## src/port_pkg.sv

```systemverilog
// Constants for the four-bit port with shared reset pin input
// Operation
// - Large package: four bits, three bidirectional
// - Analog-selected pin reads zero
// - Direction one floats, zero drives latch
// - Direction still controls driver in analog
// - Power-on: three pins select analog
// - Latch register readable, holds latched values
// - Config zero: digital input; one: master clear
// - Fourth pin always input, no direction
// - Fourth pin digital only if clear disabled
// - Small package: only fourth-pin bit exists
// - Bits 7-4 zero; bit 3 gated
// - Small package: other bits read zero
// - Output latch drives regardless of analog
// - Latch, direction implement bits 2-0 only
package port_pkg;

  // ---------------------------------------------------------------
  // Register map
  // ---------------------------------------------------------------
  localparam int          ADDR_W            = 4;
  localparam int          DATA_W            = 8;
  localparam int          IO_PINS           = 3;
  localparam logic [3:0]  ADDR_PIN_DATA     = 4'h0;
  localparam logic [3:0]  ADDR_OUT_LATCH    = 4'h1;
  localparam logic [3:0]  ADDR_DIRECTION    = 4'h2;
  localparam logic [3:0]  ADDR_ANALOG_SEL   = 4'h3;
  localparam logic [3:0]  ADDR_PORT_STATUS  = 4'h4;

  // ---------------------------------------------------------------
  // Field positions and reset values
  // ---------------------------------------------------------------
  localparam int          INPUT_ONLY_BIT    = 3;
  localparam logic [2:0]  LATCH_RST         = 3'h0;
  localparam logic [2:0]  DIR_RST           = 3'h7;
  localparam logic [2:0]  ANALOG_RST        = 3'h7;
  localparam logic [7:0]  READ_ZERO         = 8'h00;

endpackage

```

## src/pin_sync.sv

```systemverilog
// Two-flop synchroniser for a group of pin inputs
`timescale 1ns/1ps
module pin_sync #(
  parameter int WIDTH = 4
) (
  input  wire logic             clock_i,
  input  wire logic             rst_n_i,
  input  wire logic [WIDTH-1:0] async_i,
  output logic      [WIDTH-1:0] sync_o
);
  logic [WIDTH-1:0] meta_q;
  logic [WIDTH-1:0] sync_q;

  // Two stages; first read only by second
  always_ff @(posedge clock_i)
  begin
    if (!rst_n_i)
    begin
      meta_q <= '0;
      sync_q <= '0;
    end
    else
    begin
      meta_q <= async_i;
      sync_q <= meta_q;
    end
  end

  assign sync_o = sync_q;
endmodule

```

## src/port_pad.sv

```systemverilog
// Pad control for one bidirectional port pin
`timescale 1ns/1ps
module port_pad (
  input  wire logic latch_i,
  input  wire logic dir_in_i,
  input  wire logic analog_i,
  input  wire logic pin_sync_i,
  output logic      pad_out_o,
  output logic      pad_oe_n_o,
  output logic      read_o
);
  // Driver follows direction only, analog ignored
  assign pad_out_o  = latch_i;
  assign pad_oe_n_o = dir_in_i;
  // Digital input path cut while analog selected
  assign read_o     = analog_i ? 1'b0 : pin_sync_i;
endmodule

```

## src/port_top.sv

```systemverilog
// Four-bit port with three I/O pins and shared reset pin input
`timescale 1ns/1ps
module port_top
  import port_pkg::*;
#(
  parameter bit LARGE_PKG = 1'b1
) (
  input  wire logic                         clock_i,
  input  wire logic                         rst_n_i,
  input  wire logic [port_pkg::ADDR_W-1:0]  addr_i,
  input  wire logic [port_pkg::DATA_W-1:0]  wdata_i,
  input  wire logic                         wr_i,
  input  wire logic                         rd_i,
  output logic      [port_pkg::DATA_W-1:0]  rdata_o,
  input  wire logic                         reset_pin_enable_cfg_i,
  input  wire logic [port_pkg::IO_PINS-1:0] io_pin_in_i,
  output logic      [port_pkg::IO_PINS-1:0] io_pin_out_o,
  output logic      [port_pkg::IO_PINS-1:0] io_pin_oe_n_o,
  input  wire logic                         input_only_pin_i,
  output logic                              master_clear_input_o,
  output logic                              analog_channel_a_o,
  output logic                              analog_channel_b_o,
  output logic                              analog_channel_c_o
);
  // ---------------------------------------------------------------
  // State
  // ---------------------------------------------------------------
  logic [IO_PINS-1:0] latch_q;
  logic [IO_PINS-1:0] dir_q;
  logic [IO_PINS-1:0] analog_q;
  logic [DATA_W-1:0]  rdata_q;
  logic [IO_PINS:0]   pins_sync;
  logic [IO_PINS-1:0] pin_read;
  logic [IO_PINS-1:0] pad_out;
  logic [IO_PINS-1:0] pad_oe_n;
  logic               rst_pin_en;
  logic               io_ok;
  logic               bit3_read;
  logic               wr_data;
  logic               wr_latch;
  logic               wr_dir;
  logic               wr_analog;
  logic [DATA_W-1:0]  rd_mux;

  // ---------------------------------------------------------------
  // Pin input synchronisation
  // ---------------------------------------------------------------
  pin_sync #(
    .WIDTH (IO_PINS + 1)
  ) u_sync (
    .clock_i (clock_i),
    .rst_n_i (rst_n_i),
    .async_i ({input_only_pin_i, io_pin_in_i}),
    .sync_o  (pins_sync)
  );

  // Per-pin pad logic
  for (genvar g = 0; g < IO_PINS; g++)
  begin : g_pad
    port_pad u_pad (
      .latch_i    (latch_q[g]),
      .dir_in_i   (dir_q[g]),
      .analog_i   (analog_q[g]),
      .pin_sync_i (pins_sync[g]),
      .pad_out_o  (pad_out[g]),
      .pad_oe_n_o (pad_oe_n[g]),
      .read_o     (pin_read[g])
    );
  end

  // ---------------------------------------------------------------
  // Decode
  // ---------------------------------------------------------------
  // Config bit is static; kept as-is
  assign rst_pin_en = reset_pin_enable_cfg_i;
  assign io_ok      = LARGE_PKG;
  assign wr_data    = wr_i && (addr_i == ADDR_PIN_DATA);
  assign wr_latch   = wr_i && (addr_i == ADDR_OUT_LATCH);
  assign wr_dir     = wr_i && (addr_i == ADDR_DIRECTION);
  assign wr_analog  = wr_i && (addr_i == ADDR_ANALOG_SEL);
  // Fourth pin: digital only when clear disabled
  assign bit3_read  = rst_pin_en ? 1'b0 : pins_sync[INPUT_ONLY_BIT];

  // Register latch; data and latch writes both load it
  always_ff @(posedge clock_i)
  begin
    if (!rst_n_i)
      latch_q <= LATCH_RST;
    else if (io_ok && (wr_data || wr_latch))
      latch_q <= wdata_i[IO_PINS-1:0];
  end

  // Direction, power-on all inputs
  always_ff @(posedge clock_i)
  begin
    if (!rst_n_i)
      dir_q <= DIR_RST;
    else if (io_ok && wr_dir)
      dir_q <= wdata_i[IO_PINS-1:0];
  end

  // Analog select, power-on all analog
  always_ff @(posedge clock_i)
  begin
    if (!rst_n_i)
      analog_q <= ANALOG_RST;
    else if (io_ok && wr_analog)
      analog_q <= wdata_i[IO_PINS-1:0];
  end

  // ---------------------------------------------------------------
  // Read path
  // ---------------------------------------------------------------
  always_comb
  begin
    rd_mux = READ_ZERO;
    case (addr_i)
      ADDR_PIN_DATA:
      begin
        rd_mux[INPUT_ONLY_BIT] = bit3_read;
        if (io_ok)
          rd_mux[IO_PINS-1:0] = pin_read;
      end
      ADDR_OUT_LATCH:
        if (io_ok)
          rd_mux[IO_PINS-1:0] = latch_q;
      ADDR_DIRECTION:
        if (io_ok)
          rd_mux[IO_PINS-1:0] = dir_q;
      ADDR_ANALOG_SEL:
        if (io_ok)
          rd_mux[IO_PINS-1:0] = analog_q;
      ADDR_PORT_STATUS:
      begin
        rd_mux[0] = rst_pin_en;
        rd_mux[1] = io_ok;
      end
      default:
        rd_mux = READ_ZERO;
    endcase
  end

  // Read data stands the cycle after the strobe only
  always_ff @(posedge clock_i)
  begin
    if (!rst_n_i)
      rdata_q <= READ_ZERO;
    else if (rd_i)
      rdata_q <= rd_mux;
    else
      rdata_q <= READ_ZERO;
  end

  // ---------------------------------------------------------------
  // Outputs
  // ---------------------------------------------------------------
  assign rdata_o              = rdata_q;
  assign io_pin_out_o         = io_ok ? pad_out : LATCH_RST;
  assign io_pin_oe_n_o        = io_ok ? pad_oe_n : DIR_RST;
  // Fourth pin never driven; feeds reset when enabled
  assign master_clear_input_o = rst_pin_en & pins_sync[INPUT_ONLY_BIT];
  assign analog_channel_a_o   = analog_q[0];
  assign analog_channel_b_o   = analog_q[1];
  assign analog_channel_c_o   = analog_q[2];
endmodule

```

## config.mk

```make
export PLATFORM = sky130hd
export DESIGN_NAME = port_top
export DESIGN_NICKNAME = d
export VERILOG_FILES = /design/src/port_pkg.sv /design/src/pin_sync.sv /design/src/port_pad.sv /design/src/port_top.sv
export SDC_FILE = /design/constraint.sdc
export NUM_CORES = 1
export LEC_CHECK = 0
export ABC_AREA = 0
export ABC_CLOCK_PERIOD_IN_PS = 2700
export BUFFER_PORTS_ARGS = -buffer_cell sky130_fd_sc_hd__buf_2
export CORE_ASPECT_RATIO = 0.75
export CORE_MARGIN = 5
export CORE_UTILIZATION = 30
export CTS_CLUSTER_SIZE = 24
export DETAILED_ROUTE_END_ITERATION = 8
export GPL_TIMING_DRIVEN = 0
export SLEW_MARGIN = 0
export SYNTH_ARGS = -nofsm -noshare
export SYNTH_HDL_FRONTEND = slang
export SYNTH_HIERARCHICAL = 1
export SYNTH_SLANG_ARGS = --single-unit
```

## constraint.sdc

```tcl
create_clock -name clock_i -period 2.7 [get_ports clock_i]
set_clock_uncertainty 0.05 [all_clocks]
set_input_delay 0.27 -clock clock_i [delete_from_list [all_inputs] [get_ports clock_i]]
set_output_delay 0.27 -clock clock_i [all_outputs]
set_load 0.02 [all_outputs]
```

==> reports/qor.txt <==
gr ovfl total = 0
Layout fillers = 341
root buffer cell = clkbuf_8
number of global-route vias before repair = 718
#FFs+latches synth = 21
critical path arrival = 1.43 ns
hpwl dp = 1627 um
Area contributors post-synth = dfxtp_1, buf_4, and2_1
Final Hold Fails = 0
Clock transition at path regs = 0.07 ns
Mapped Cells = 95
number of antenna violations at the first check in global routing = 0
Max VDD drop = 232.2 uV
H-tree levels = 1
setup bufs post-CTS = 0
PostCTS Resize Cnt = 0
min cycle time layout = 1.326 ns
worst-path fanout max = 4
IO buf count = 28
vias per cell = 4.582
Yosys cell types = 33
CTS tree = done
Num CTS Buffers = 3
RSZ-0062 raised after global routing = no
area leader, netlist = dfxtp_1
Setup WS post-layout = 1.374 ns
Via Count = 779
share of layout cells above drive strength 1 = 0.4000
initial core utilization = 0.3059
met3 wire len = 200 um
Routability Congestion = 0.7451
TNS Setup = 0 ns
remaining antenna violation count after routing = 0
ant diodes = 0
kind of critical path = register to register
Post-Syn Area = 992.2 um^2
clock tree buffer depth = 2
post-synth top area share = 0.4237
Crit. End Element = register
CTS Sinks = 21
ys async rst share = 0
top-count cell post-synth = dfxtp_1
Synth top cells by count = dfxtp_1, buf_4, and2_1
leakage power = 0.5315 nW
syn_area_per_cell = 10.44 um^2
Avg WL per Cell = 12.12 um
Nets = 152
Startpoint Class = register
pre-CTS WS = 1.299 ns
final WL = 2061 um
Top Ports = 39
cell area power density = 485.8 nW/um^2
number of synthesis warnings = 6
status = finished clean
router iterations before antenna repair = 4
Top FF cell, synth = dfxtp_1
Hold/Removal Path Class = input pin to register
Top Layer Used = met4
Clk Latency, worst-skew pair = 0.25 ns
Max-Cap Viols = 0
worst endpoint required time = 2.80 ns
core footprint = 3243 um^2
first-pass GRT wire length = 3360 um
Iter 0 DRT Violations = 29
met1 wire length = 955 um
Rows = 18
Slew Viols, Final = 0
Final setup viols = 0
Global Route Usage Sum = 0.09277
die area = 4569 um^2
Post-synth EDFFs = 0
Synth-to-Final Area Change = 24.84%
Die X = 76.41 um
Tcrit/Tclk final = 0.4912
Achievable Freq = 754.1 MHz
Hold-fix buffers, CTS = 0
DRC violations left = 0
post-synthesis sequential area ratio = 0.4237
Die Y = 59.81 um
Met2 Wirelength = 894 um
largest net degree at the start of global routing = 12
worst paths after layout:
path	slack, ns	to	depth (start not counted)	startpoint
hold / removal	0.16	u_sync/meta_q[2]	2	io_pin_in_i[2]
setup reg to reg	1.37	rdata_o[2]	3	analog_q[2]
hold reg to reg	0.39	u_sync/sync_o[3]	1	u_sync/meta_q[3]
setup / recovery	1.37	rdata_o[2]	3	analog_q[2]
critical path, cell delays in order (launching register included):
cell     delay, ns
dfxtp_1       0.41
nor2b_4       0.05
mux4_1        0.50
and4_1        0.22
cells by family (layout without fill, tap and decap cells):
logic type | after synthesis | after routing | synth area share
and+or+nand+nor | 31 | 31 | 0.2409
DFF | 21 | 21 | 0.4237
buffers and inverters | 19 | 51 | 0.1337
AOI/OAI and AO/OA | 16 | 16 | 0.1097
other | 1 | 4 | 0.003779
muxes | 7 | 7 | 0.08828
report_power, final:
part           total, mW  switching (mW)  leakage, nW  internal (mW)
sequential         0.323         0.00434        0.172          0.319
combinational     0.0794          0.0418        0.337         0.0376
clock              0.199          0.0943       0.0228          0.105
total              0.602           0.140        0.532          0.461
metal layers:
layer | vias to the layer above | global-route usage
met2 | 33 | 0.1439
met1 | 352 | 0.1185
met4 | 0 | 0.01496
li1 | 392 | -
met3 | 2 | 0.04669
met5 | - | 0
registers in the layout, summed over array words and instances (netlist names):
name and flops:
u_sync/sync_o 4, latch_q 3, rdata_o 4, analog_q 3
u_sync/meta_q 4, dir_q 3
cell type report:
cell class                      count  area [um^2]  share of cell area
Multi-Input combinational cell     58        450.4              0.3636
Buffer                             15        117.6             0.09495
Tap cell                           40        50.05             0.04040
Timing Repair Buffer               28        140.1              0.1131
Sequential cell                    21        420.4              0.3394
Inverter                            4        15.01             0.01212
Clock buffer                        4        45.04             0.03636
per-stage QoR:
stage          hold WS, ns  power [mW]  std cells  utilization  area (um^2)
3_5_place_dp        0.3731      0.4101        166       0.3681         1194
5_1_grt             0.1583      0.6329        170       0.3819         1239
4_1_cts             0.1626      0.6084        170       0.3819         1239
3_3_place_gp        0.3675      0.4079        166       0.3681         1194
2_1_floorplan       0.2962      0.3829         98            -         1003
6_report            0.1649      0.6017        170       0.3819         1239
cell usage in the layout (no fill, tap or decap):
cell,instances
conb_1,4
a31oi_1,2
nor2_1,2
clkbuf_1,2
mux2i_1,5
mux2_2,1
buf_2,29
o311ai_1,4
mux4_1,1
dfxtp_1,21
o21ai_1,2
nor4_1,1
inv_1,3
and3b_1,1
o311ai_0,2
buf_4,10
or4_1,1
or3_1,1
nand2_1,1
or3b_1,1
nor4b_4,1
buf_6,3
nand4bb_1,1
o21ai_0,5
and4_1,1
o21ai_2,1
nor2b_4,3
and2_1,9
nand3b_1,1
nor2b_1,4
nand4_1,1
clkbuf_8,3
nand3_1,2
inv_2,1
No activity file was read; power rests on OpenSTA's default activity.
